===== config.mk =====
export PLATFORM = sky130hd
export DESIGN_NAME = scrp_serial_port
export DESIGN_NICKNAME = d
export VERILOG_FILES = /design/src/core/scrp_pkg.sv /design/src/core/scrp_reg_if.sv /design/src/core/scrp_reg_mem.sv /design/src/core/scrp_serial_port.sv
export VERILOG_INCLUDE_DIRS = /design/src /design/src/core
export SDC_FILE = /design/constraint.sdc
export NUM_CORES = 1
export LEC_CHECK = 0
export BUFFER_PORTS_ARGS = -buffer_cell sky130_fd_sc_hd__buf_2
export CAP_MARGIN = 5
export CORE_ASPECT_RATIO = 1.5
export CORE_MARGIN = 3
export CORE_UTILIZATION = 30
export DETAILED_ROUTE_END_ITERATION = 8
export SETUP_SLACK_MARGIN = 0.4
export SYNTH_ARGS = -nofsm -noshare
export SYNTH_HDL_FRONTEND = slang
export SYNTH_HIERARCHICAL = 1
export SYNTH_SLANG_ARGS = --single-unit

===== constraint.sdc =====
create_clock -name CLK_SYS_I -period 4.3 [get_ports CLK_SYS_I]
set_input_delay 0.43 -clock CLK_SYS_I [delete_from_list [all_inputs] [get_ports CLK_SYS_I]]
set_output_delay 0.43 -clock CLK_SYS_I [all_outputs]
set_load 0.02 [all_outputs]

===== src/core/scrp_consts.svh =====
// constants for the serial control register port: frame layout, addresses, defaults
`ifndef SCRP_CONSTS_SVH
`define SCRP_CONSTS_SVH

// frame layout, counted in serial clock rising edges
`define SCRP_FRAME_BITS 5'd24
`define SCRP_CMD_BITS 5'd8
`define SCRP_LAST_ADDR_CNT 5'd7
`define SCRP_LAST_DATA_CNT 5'd23
`define SCRP_FIRST_DATA_CNT 5'd9

// register addresses
`define SCRP_ADDR_MAIN_CONFIGURATION 4'h0
`define SCRP_ADDR_COMMON_MODE_ADJUST 4'h1
`define SCRP_ADDR_OFFSET_ADJUST_FIRST 4'h2
`define SCRP_ADDR_FULL_SCALE_ADJUST_FIRST 4'h3
`define SCRP_ADDR_OFFSET_ADJUST_SECOND 4'ha
`define SCRP_ADDR_FULL_SCALE_ADJUST_SECOND 4'hb
`define SCRP_ADDR_SAMPLE_PHASE_ADJUST 4'hc
`define SCRP_ADDR_CLOCK_FILTER_PHASE_ADJUST 4'hd

// one bit per address that holds a real register
`define SCRP_IMPL_MASK 16'h3c0f

// reset value of every register
`define SCRP_REG_DEFAULT 16'h0000

// main configuration field positions
`define SCRP_BIT_TWOS_COMPLEMENT 4
`define SCRP_BIT_DUAL_EDGE 7
`define SCRP_BIT_TEST_PATTERN 12
`define SCRP_BIT_OUTPUT_SWING 13
`define SCRP_BIT_CLOCK_PHASE 14

// synchroniser reset: mode pin high, select high, clock low, data low
`define SCRP_SYNC_RESET 4'hc

`endif


===== src/core/scrp_pkg.sv =====
// types shared by the serial control register port modules
package scrp_pkg;
    // frame sequencer states
    typedef enum logic [1:0] {ST_IDLE, ST_SHIFT, ST_HOLD} scrp_state_e;
    // register address and word
    typedef logic [3:0] scrp_addr_t;
    typedef logic [15:0] scrp_word_t;
    // rising edge count inside a frame
    typedef logic [4:0] scrp_count_t;
endpackage


===== src/core/scrp_reg_if.sv =====
// register file access signals between the frame logic and the register memory
`timescale 1ns/100ps
interface scrp_reg_if;
    import scrp_pkg::*;
    logic we; // write strobe, one cycle
    logic re; // read strobe, one cycle
    logic clear; // hold all registers at default
    scrp_addr_t waddr; // write address
    scrp_addr_t raddr; // read address
    scrp_word_t wdata; // write data
    scrp_word_t rdata; // registered read data
    modport ctrl (output we, output re, output clear, output waddr, output raddr,
        output wdata, input rdata);
    modport mem (input we, input re, input clear, input waddr, input raddr,
        input wdata, output rdata);
endinterface


===== src/core/scrp_reg_mem.sv =====
// sixteen-word register memory with registered read data and default clear
`timescale 1ns/100ps
`include "scrp_consts.svh"
module scrp_reg_mem #(
    parameter int DEPTH = 16,
    parameter logic [15:0] IMPL_MASK = `SCRP_IMPL_MASK
) (
    // clock and reset
    input wire logic clk_i,
    input wire logic rst_i,
    // access port
    scrp_reg_if.mem bus
);
    import scrp_pkg::*;

    scrp_word_t regs [DEPTH]; // register storage

    // storage: cleared to defaults while held, written only where a register exists;
    // nothing here looks at power-down, so contents survive it
    always_ff @(posedge clk_i or posedge rst_i) begin
        if (rst_i) begin
            for (int i = 0; i < DEPTH; i++) begin
                regs[i] <= `SCRP_REG_DEFAULT;
            end
        end else if (bus.clear) begin
            // mode pin high keeps everything at default
            for (int i = 0; i < DEPTH; i++) begin
                regs[i] <= `SCRP_REG_DEFAULT;
            end
        end else if (bus.we && IMPL_MASK[bus.waddr]) begin
            regs[bus.waddr] <= bus.wdata;
        end
    end

    // read data register; missing registers read as zero
    always_ff @(posedge clk_i or posedge rst_i) begin
        if (rst_i) begin
            bus.rdata <= 16'h0000;
        end else if (bus.re) begin
            bus.rdata <= IMPL_MASK[bus.raddr] ? regs[bus.raddr] : 16'h0000;
        end
    end

    // unmapped reads come back empty
    unmapped_zero_a: assert property (@(posedge clk_i) disable iff (rst_i)
        bus.re && !IMPL_MASK[bus.raddr] |=> bus.rdata == 16'h0000)
        else $error("unmapped read returned nonzero data");
    // a write to a real register lands in storage on the next edge
    write_read_a: assert property (@(posedge clk_i) disable iff (rst_i)
        bus.we && IMPL_MASK[bus.waddr] && !bus.clear
        |=> regs[$past(bus.waddr)] == $past(bus.wdata))
        else $error("register did not keep written data");
endmodule


===== src/core/scrp_serial_port.sv =====
// serial control register port: 24-bit frame decode, register access, read data output
`timescale 1ns/100ps
`include "scrp_consts.svh"
module scrp_serial_port (
    // system clock and reset
    input wire logic CLK_SYS_I,
    input wire logic RST_I,
    // mode pin, low selects extended control mode
    input wire logic EXTENDED_MODE_SELECT_N_I,
    // serial link pins from the host
    input wire logic SERIAL_SELECT_N_I,
    input wire logic SERIAL_CLK_I,
    input wire logic SERIAL_IN_I,
    // serial data out, with its enable
    output logic SERIAL_OUT_O,
    output logic SERIAL_OUT_OE_O,
    // mode status
    output logic EXTENDED_CONTROL_MODE_O,
    // main configuration controls to the converter
    output logic DUAL_EDGE_SELECT_O,
    output logic TEST_PATTERN_SELECT_O,
    output logic OUTPUT_CLOCK_PHASE_SELECT_O,
    output logic OUTPUT_SWING_SELECT_O,
    output logic TWOS_COMPLEMENT_SELECT_O
);
    import scrp_pkg::*;

    logic [3:0] sync_a; // first synchroniser stage
    logic [3:0] sync_b; // second synchroniser stage
    logic sclk_d; // delayed synced serial clock
    logic sel_n_d; // delayed synced select
    logic mode_n_s; // synced mode pin
    logic sel_n_s; // synced select
    logic sclk_s; // synced serial clock
    logic sin_s; // synced serial data
    logic rise; // serial clock rising edge seen
    logic fall; // serial clock falling edge seen
    logic start; // select assertion edge
    logic abort; // select high or mode off
    scrp_state_e state; // frame sequencer state
    scrp_count_t cnt; // rising edges so far in this frame
    logic [22:0] frame; // bits received, newest in bit 0
    logic rd_flag; // current access is a read
    logic [14:0] out_sr; // remaining read data bits
    logic out_bit; // serial output data flop
    logic out_oe; // serial output enable flop
    scrp_word_t cfg; // shadow of main configuration
    logic extended_control_mode; // extended control mode flop

    // register memory access
    scrp_reg_if regs_bus ();

    // pins cross into the system clock through two flops
    always_ff @(posedge CLK_SYS_I or posedge RST_I) begin
        if (RST_I) begin
            sync_a <= `SCRP_SYNC_RESET;
            sync_b <= `SCRP_SYNC_RESET;
        end else begin
            sync_a <= {EXTENDED_MODE_SELECT_N_I, SERIAL_SELECT_N_I, SERIAL_CLK_I, SERIAL_IN_I};
            sync_b <= sync_a;
        end
    end

    // synced pin names
    assign mode_n_s = sync_b[3];
    assign sel_n_s = sync_b[2];
    assign sclk_s = sync_b[1];
    assign sin_s = sync_b[0];

    // edge detection delays
    always_ff @(posedge CLK_SYS_I or posedge RST_I) begin
        if (RST_I) begin
            sclk_d <= 1'b0;
            sel_n_d <= 1'b1;
        end else begin
            sclk_d <= sclk_s;
            sel_n_d <= sel_n_s;
        end
    end

    // edges of the serial clock and of select
    assign rise = sclk_s & ~sclk_d;
    assign fall = ~sclk_s & sclk_d;
    assign start = sel_n_d & ~sel_n_s & ~mode_n_s;
    assign abort = sel_n_s | mode_n_s;

    // mode flag, low pin means extended control mode
    always_ff @(posedge CLK_SYS_I or posedge RST_I) begin
        if (RST_I) begin
            extended_control_mode <= 1'b0;
        end else begin
            extended_control_mode <= ~mode_n_s;
        end
    end

    // frame sequencer; waits on edges only, so a stopped clock just pauses it
    always_ff @(posedge CLK_SYS_I or posedge RST_I) begin
        if (RST_I) begin
            state <= ST_IDLE;
        end else if (abort) begin
            // release before the 24th edge drops the access unfinished
            state <= ST_IDLE;
        end else begin
            unique case (state)
                ST_IDLE: begin
                    // a held-low select without a new fall never restarts
                    if (start) begin
                        state <= ST_SHIFT;
                    end
                end
                ST_SHIFT: begin
                    if (rise && cnt == `SCRP_LAST_DATA_CNT) begin
                        state <= ST_HOLD;
                    end
                end
                ST_HOLD: begin
                    // further edges are ignored until select goes high
                    state <= ST_HOLD;
                end
            endcase
        end
    end

    // rising edge counter and input shifter
    always_ff @(posedge CLK_SYS_I or posedge RST_I) begin
        if (RST_I) begin
            cnt <= 5'h00;
            frame <= 23'h000000;
        end else if (start) begin
            cnt <= 5'h00;
        end else if (state == ST_SHIFT && rise) begin
            cnt <= 5'(cnt + 5'h01);
            frame <= {frame[21:0], sin_s};
        end
    end

    // direction flag from the first bit
    always_ff @(posedge CLK_SYS_I or posedge RST_I) begin
        if (RST_I) begin
            rd_flag <= 1'b0;
        end else if (start) begin
            rd_flag <= 1'b0;
        end else if (state == ST_SHIFT && rise && cnt == 5'h00) begin
            rd_flag <= sin_s;
        end
    end

    // read at the 8th edge: address sits in bits four to seven
    assign regs_bus.re = (state == ST_SHIFT) && rise && cnt == `SCRP_LAST_ADDR_CNT
        && rd_flag && !abort;
    assign regs_bus.raddr = frame[3:0];
    // write at the 24th edge with bit eight skipped; only a full frame writes
    assign regs_bus.we = (state == ST_SHIFT) && rise && cnt == `SCRP_LAST_DATA_CNT
        && !rd_flag && !abort;
    assign regs_bus.waddr = frame[19:16];
    assign regs_bus.wdata = {frame[14:0], sin_s};
    // mode pin high holds the register file at default
    assign regs_bus.clear = mode_n_s;

    // register memory
    scrp_reg_mem #(
        .DEPTH(16),
        .IMPL_MASK(`SCRP_IMPL_MASK)
    ) u_mem (
        .clk_i(CLK_SYS_I),
        .rst_i(RST_I),
        .bus(regs_bus)
    );

    // read data driver, turns on and shifts on falling edges, turns off on abort or idle
    always_ff @(posedge CLK_SYS_I or posedge RST_I) begin
        if (RST_I) begin
            out_oe <= 1'b0;
            out_bit <= 1'b0;
            out_sr <= 15'h0000;
        end else if (abort || state == ST_IDLE) begin
            out_oe <= 1'b0;
        end else if (fall && rd_flag) begin
            if (cnt == `SCRP_CMD_BITS) begin
                // command complete: turn the line around, MSB first
                out_oe <= 1'b1;
                out_bit <= regs_bus.rdata[15];
                out_sr <= regs_bus.rdata[14:0];
            end else if (cnt >= `SCRP_FIRST_DATA_CNT && cnt <= `SCRP_LAST_DATA_CNT) begin
                out_bit <= out_sr[14];
                out_sr <= {out_sr[13:0], 1'b0};
            end
            // past the 24th edge the last bit simply stays
        end
    end

    // converter-side copy of the main configuration; written only from the
    // synchronised frame logic, so settings change cleanly in this domain
    always_ff @(posedge CLK_SYS_I or posedge RST_I) begin
        if (RST_I) begin
            cfg <= `SCRP_REG_DEFAULT;
        end else if (mode_n_s) begin
            cfg <= `SCRP_REG_DEFAULT;
        end else if (regs_bus.we && regs_bus.waddr == `SCRP_ADDR_MAIN_CONFIGURATION) begin
            cfg <= regs_bus.wdata;
        end
    end

    // outputs
    assign SERIAL_OUT_O = out_bit;
    assign SERIAL_OUT_OE_O = out_oe;
    assign EXTENDED_CONTROL_MODE_O = extended_control_mode;
    assign DUAL_EDGE_SELECT_O = cfg[`SCRP_BIT_DUAL_EDGE];
    assign TEST_PATTERN_SELECT_O = cfg[`SCRP_BIT_TEST_PATTERN];
    assign OUTPUT_CLOCK_PHASE_SELECT_O = cfg[`SCRP_BIT_CLOCK_PHASE];
    assign OUTPUT_SWING_SELECT_O = cfg[`SCRP_BIT_OUTPUT_SWING];
    assign TWOS_COMPLEMENT_SELECT_O = cfg[`SCRP_BIT_TWOS_COMPLEMENT];

    // output released once select is high
    oe_release_a: assert property (@(posedge CLK_SYS_I) disable iff (RST_I)
        sel_n_s |=> !out_oe)
        else $error("serial output driven with select released");
    // output driven only on a read past the command
    oe_read_only_a: assert property (@(posedge CLK_SYS_I) disable iff (RST_I)
        out_oe |-> rd_flag && cnt >= `SCRP_CMD_BITS)
        else $error("serial output driven outside read data phase");
    // writes only happen at the 24th edge of a write
    write_timing_a: assert property (@(posedge CLK_SYS_I) disable iff (RST_I)
        regs_bus.we |-> cnt == `SCRP_LAST_DATA_CNT && !rd_flag && !sel_n_s)
        else $error("register write outside 24th edge of write frame");
    // reads are issued only for a read flag
    read_flag_a: assert property (@(posedge CLK_SYS_I) disable iff (RST_I)
        regs_bus.re |-> frame[6] && cnt == `SCRP_LAST_ADDR_CNT)
        else $error("register read without read flag");
    // first data bit is the word's MSB
    msb_first_a: assert property (@(posedge CLK_SYS_I) disable iff (RST_I)
        fall && rd_flag && cnt == `SCRP_CMD_BITS && !abort && state != ST_IDLE
        |=> out_oe && out_bit == $past(regs_bus.rdata[15]))
        else $error("read data did not start with MSB");
    // last bit held past the frame
    last_bit_hold_a: assert property (@(posedge CLK_SYS_I) disable iff (RST_I)
        state == ST_HOLD && !abort ##1 state == ST_HOLD |-> $stable(out_bit))
        else $error("last data bit not held");
    // frame never exceeds 24 edges
    frame_length_a: assert property (@(posedge CLK_SYS_I) disable iff (RST_I)
        cnt <= `SCRP_FRAME_BITS)
        else $error("frame counter beyond 24");
    // mode pin high forces default configuration
    hold_default_a: assert property (@(posedge CLK_SYS_I) disable iff (RST_I)
        mode_n_s |=> cfg == `SCRP_REG_DEFAULT && !extended_control_mode)
        else $error("configuration not held at default");
    // edge count advances only on rising clock
    sample_rise_a: assert property (@(posedge CLK_SYS_I) disable iff (RST_I)
        cnt != $past(cnt) && cnt != 5'h00 |-> $past(rise))
        else $error("bit counted without rising edge");
    // configuration write reaches outputs next cycle
    cfg_update_a: assert property (@(posedge CLK_SYS_I) disable iff (RST_I)
        regs_bus.we && regs_bus.waddr == 4'h0 |=> TWOS_COMPLEMENT_SELECT_O
        == $past(regs_bus.wdata[4]) && OUTPUT_SWING_SELECT_O == $past(regs_bus.wdata[13]))
        else $error("configuration outputs not updated by write");
    // mode pin low turns extended control mode on
    ext_mode_on_a: assert property (@(posedge CLK_SYS_I) disable iff (RST_I)
        !mode_n_s |=> extended_control_mode)
        else $error("extended control mode not entered");
    // select or mode release drops any access in flight
    abandon_access_a: assert property (@(posedge CLK_SYS_I) disable iff (RST_I)
        abort |=> state == ST_IDLE && !regs_bus.we)
        else $error("access kept running after select release");
    // select fall restarts the frame from its first bit
    frame_start_a: assert property (@(posedge CLK_SYS_I) disable iff (RST_I)
        start |=> state == ST_SHIFT && cnt == 5'h00 && !rd_flag)
        else $error("new access did not start at its first bit");

    // main scenarios
    read_done_c: cover property (@(posedge CLK_SYS_I) disable iff (RST_I)
        state == ST_HOLD && rd_flag && out_oe);
    write_done_c: cover property (@(posedge CLK_SYS_I) disable iff (RST_I)
        regs_bus.we && regs_bus.waddr == 4'h0);
    abort_c: cover property (@(posedge CLK_SYS_I) disable iff (RST_I)
        state == ST_SHIFT && sel_n_s && cnt > 5'h08);
    long_read_c: cover property (@(posedge CLK_SYS_I) disable iff (RST_I)
        state == ST_HOLD && rd_flag && fall);
endmodule


==> results_dict.tcl <==
set metrics [dict create \
    clk_pin_slew_worst_paths_ns 0.07 \
    syn_area_mm2 0.00955 \
    slowest_stage "or4b_1" \
    cts_root_buf "clkbuf_16" \
    required_ns 4.64 \
    crit_start "state[1]$_DFFE_PP0P_" \
    worstSkewPairLatency_ns 0.49 \
    grt_pass1_wl_um 36900 \
    drt-total-wl_um 22700 \
    synthDistinctLibCells 55 \
    yosysTopAreaCellShare_pct 52.4 \
    rows 79 \
    endpoint_kind "flip-flop" \
    worstSetupPathType "reg -> reg" \
    min_path_type "in -> reg" \
    cpPeakStageDelay_ns 1.01 \
    nets 871 \
    grt_antenna_before_repair 0 \
    synth_edf_count 0 \
    grt_max_degree 145 \
    postSynthAreaPerCell_um2 10.8 \
    place_hpwl_um 14000 \
    ys_ff_latch 205 \
    vias 6414 \
    setup_tns_ns 0 \
    area_growth_syn_to_layout_pct 11.5 \
    grt_setup_unrepaired "false" \
    crit_chain "inv_1 > ha_1 > nand3b_1 > nor3_1 > nand2b_4 > or4b_1 > mux2i_1 > nor2_1" \
    finalInstanceArea_mm2 0.0107 \
    ys_seq_area_share_pct 53.8 \
    hold_viol 0 \
    clk_path_buf_depth 3 \
    initial_core_util_pct 30.6 \
    leakage_nw 4.71 \
    power_mw 4.11 \
    gp_congestion 0.775 \
    syn_nets 898 \
    p_per_area_mw_per_mm2 386 \
    fin_cells 1279 \
    synth_ff_type "dfrtp_1" \
    crit_path_start_kind "flip-flop" \
    ir_drop_uv 232 \
    io_pins 14 \
    drtIter0Drc 436 \
    max_slew_margin_pct 29.1 \
    fillerInstances 3210 \
    slew_violations 0 \
    drc 0 \
    postCtsSetupBuffers 0 \
    min_period_ns 3.35 \
    ant_nets 0 \
    yosys.area.top_type "dfrtp_1" \
    drive_above_1_share_pct 15.2 \
    viasPerCell 5.01 \
    die_x_um 152 \
    diodes 0 \
    cp_max_fo 18 \
    fmax_mhz 299 \
    setup_viol 0 \
    drt_first_pass_iters 5 \
    hp-start "SERIAL_SELECT_N_I" \
    cts.htree.levels 1 \
    cp.arrival_ns 3.69 \
    cts_tree "done" \
    multi_input_area_mm2 0.00395 \
    outcome "finished, final reports clean" \
    ys_top_cells_by_area "dfrtp_1 52%, mux2i_1 10%, nand2_1 4.1%, nor2_1 3.6%, mux4_2 3.5%" \
    dp.cells 1242 \
    grt_pass1_vias 6683 \
    globalRouteOverflowTotal 0 \
    portBuffers 13 \
    dieArea_mm2 0.0341 \
    worst_pin_slew_ns 1.06 \
    cts_inserted_buffers 20 \
    grt.total_usage_pct 13.5 \
    drv_cap 0 \
    wl_per_cell_um 17.8 \
    core_area_mm2 0.0312 \
    finClkSkew_ns 0.0158 \
    fin_crit_sh_pct 77.8 \
    yosysWarnings 6 \
    place_area_mm2 0.00996 \
    synth_cells 887 \
    clock_sinks 205 \
    synthArstFlopShare_pct 100 \
    r2r_start "state[1]$_DFFE_PP0P_" \
    seq_area_mm2 0.00514 \
    dieHeight_um 225 \
]
[area by class of cell]
cell class,instances,share of cell area (%)
Tap cell,405,4.76
Clock buffer,27,5.62
Inverter,27,0.987
Sequential cell,205,48.3
Multi-Input combinational cell,572,37.1
Timing Repair Buffer,34,2.47
Clock inverter,9,0.787
[path summary, 6_finish.rpt]
check,endpoint,slack (ns),cells past startpoint
setup reg to reg,u_mem/regs[210]$_DFFE_PP0P_,0.95,8
setup / recovery,u_mem/regs[210]$_DFFE_PP0P_,0.95,8
hold / removal,sync_a[2]$_DFF_PP1_,0.04,1
max in group asynchronous,frame[2]$_DFFE_PP0P_,3.28,3
hold reg to reg,sync_b[0]$_DFF_PP0_,0.35,0
min in group asynchronous,cfg[13]$_DFFE_PP0P_,0.11,2
[timing repair]
action	in CTS	in global routing
hold buffers	0	1
hold endpoints to repair	0	1
resized for setup	0	0
[worst max-delay path: cells and delay by family (launching register included)]
| kind | cells | cell delay [ns] |
|---|---|---|
| flip-flops | 1 | 0.38 |
| buffers and inverters | 1 | 0.07 |
| multiplexers | 1 | 0.34 |
| adder cells (fa/ha/maj) | 1 | 0.19 |
| AND/OR/NAND/NOR | 5 | 2.20 |
[cells by family (layout without fill, tap and decap cells)]
kind of cell             after synthesis  after routing  share of synthesized area, %
XOR/XNOR                               3              3                         0.275
AO/OA/AOI/OAI                        186            186                          11.9
buffers and inverters                110             97                          5.25
AND/OR/NAND/NOR                      241            241                          11.5
flip-flops                           205            205                          53.8
adder cells (fa/ha/maj)                5              5                         0.655
multiplexers                         137            137                          16.6
[layer usage]
metal | global-route usage (%) | share of wire [%] | up-vias
li1 | - | - | 3014
met3 | 1.85 | 4.0 | 30
met2 | 24.5 | 53 | 128
met4 | 3.86 | 2.0 | 0
met1 | 16.7 | 41 | 3242
met5 | 0 | 0 | -
[flip-flops by register name, summed over array words and instances, names as in the netlist]
name	cells
u_mem/regs	128
frame	20
u_mem/bus.rdata	16
out_sr	15
cfg	5
cnt	5
sync_a	4
sync_b	4
state	2
EXTENDED_CONTROL_MODE_O	1
SERIAL_OUT_O	1
SERIAL_OUT_OE_O	1
rd_flag	1
sclk_d	1
sel_n_d	1
[placed cells by master (no fill, tap or decap), drive strengths merged, types with 17 or more instances in the layout]
master / instances
buf: 33
inv: 26
mux2i: 97
o22ai: 17
clkbuf: 27
nand2: 104
nor2: 93
a21oi: 66
dfrtp: 200
mux2: 25
o21ai: 50
[stage by stage]
stage	setup WS (ns)	hold WS [ns]	utilization [%]
6_report	0.954	0.0369	34.1
5_1_grt	0.717	0.0105	34.1
4_1_cts	0.967	0.00625	34.1
3_5_place_dp	0.995	0.342	31.9
3_3_place_gp	1.07	0.340	31.9
2_1_floorplan	1.82	0.331	-
[where the power goes]
part | switching, mW | internal, mW | total, mW
registers | 0.0626 | 1.95 | 2.01
clock network | 0.746 | 1.04 | 1.79
logic | 0.200 | 0.115 | 0.314
total | 1.01 | 3.10 | 4.11
[Yosys cell counts, types with 2 or more instances]
library cell and n:
a21oi_1 66, a22oi_1 15, a2bb2oi_1 15, and2_1 3
buf_2 23, buf_4 4, buf_6 6, clkbuf_1 49
dfrtp_1 200, dfstp_2 5, ha_1 5, inv_1 27
mux2_2 25, mux2i_1 97, mux4_2 15, nand2_1 104
nand2b_1 4, nand3_1 2, nand3b_1 6, nand4_1 2
nor2_1 92, nor2b_1 6, nor3_1 3, nor3b_1 2
nor4_1 2, o21ai_0 49, o22a_1 15, o22ai_1 16
xor2_1 3
Power figures use the tool's default switching activity.
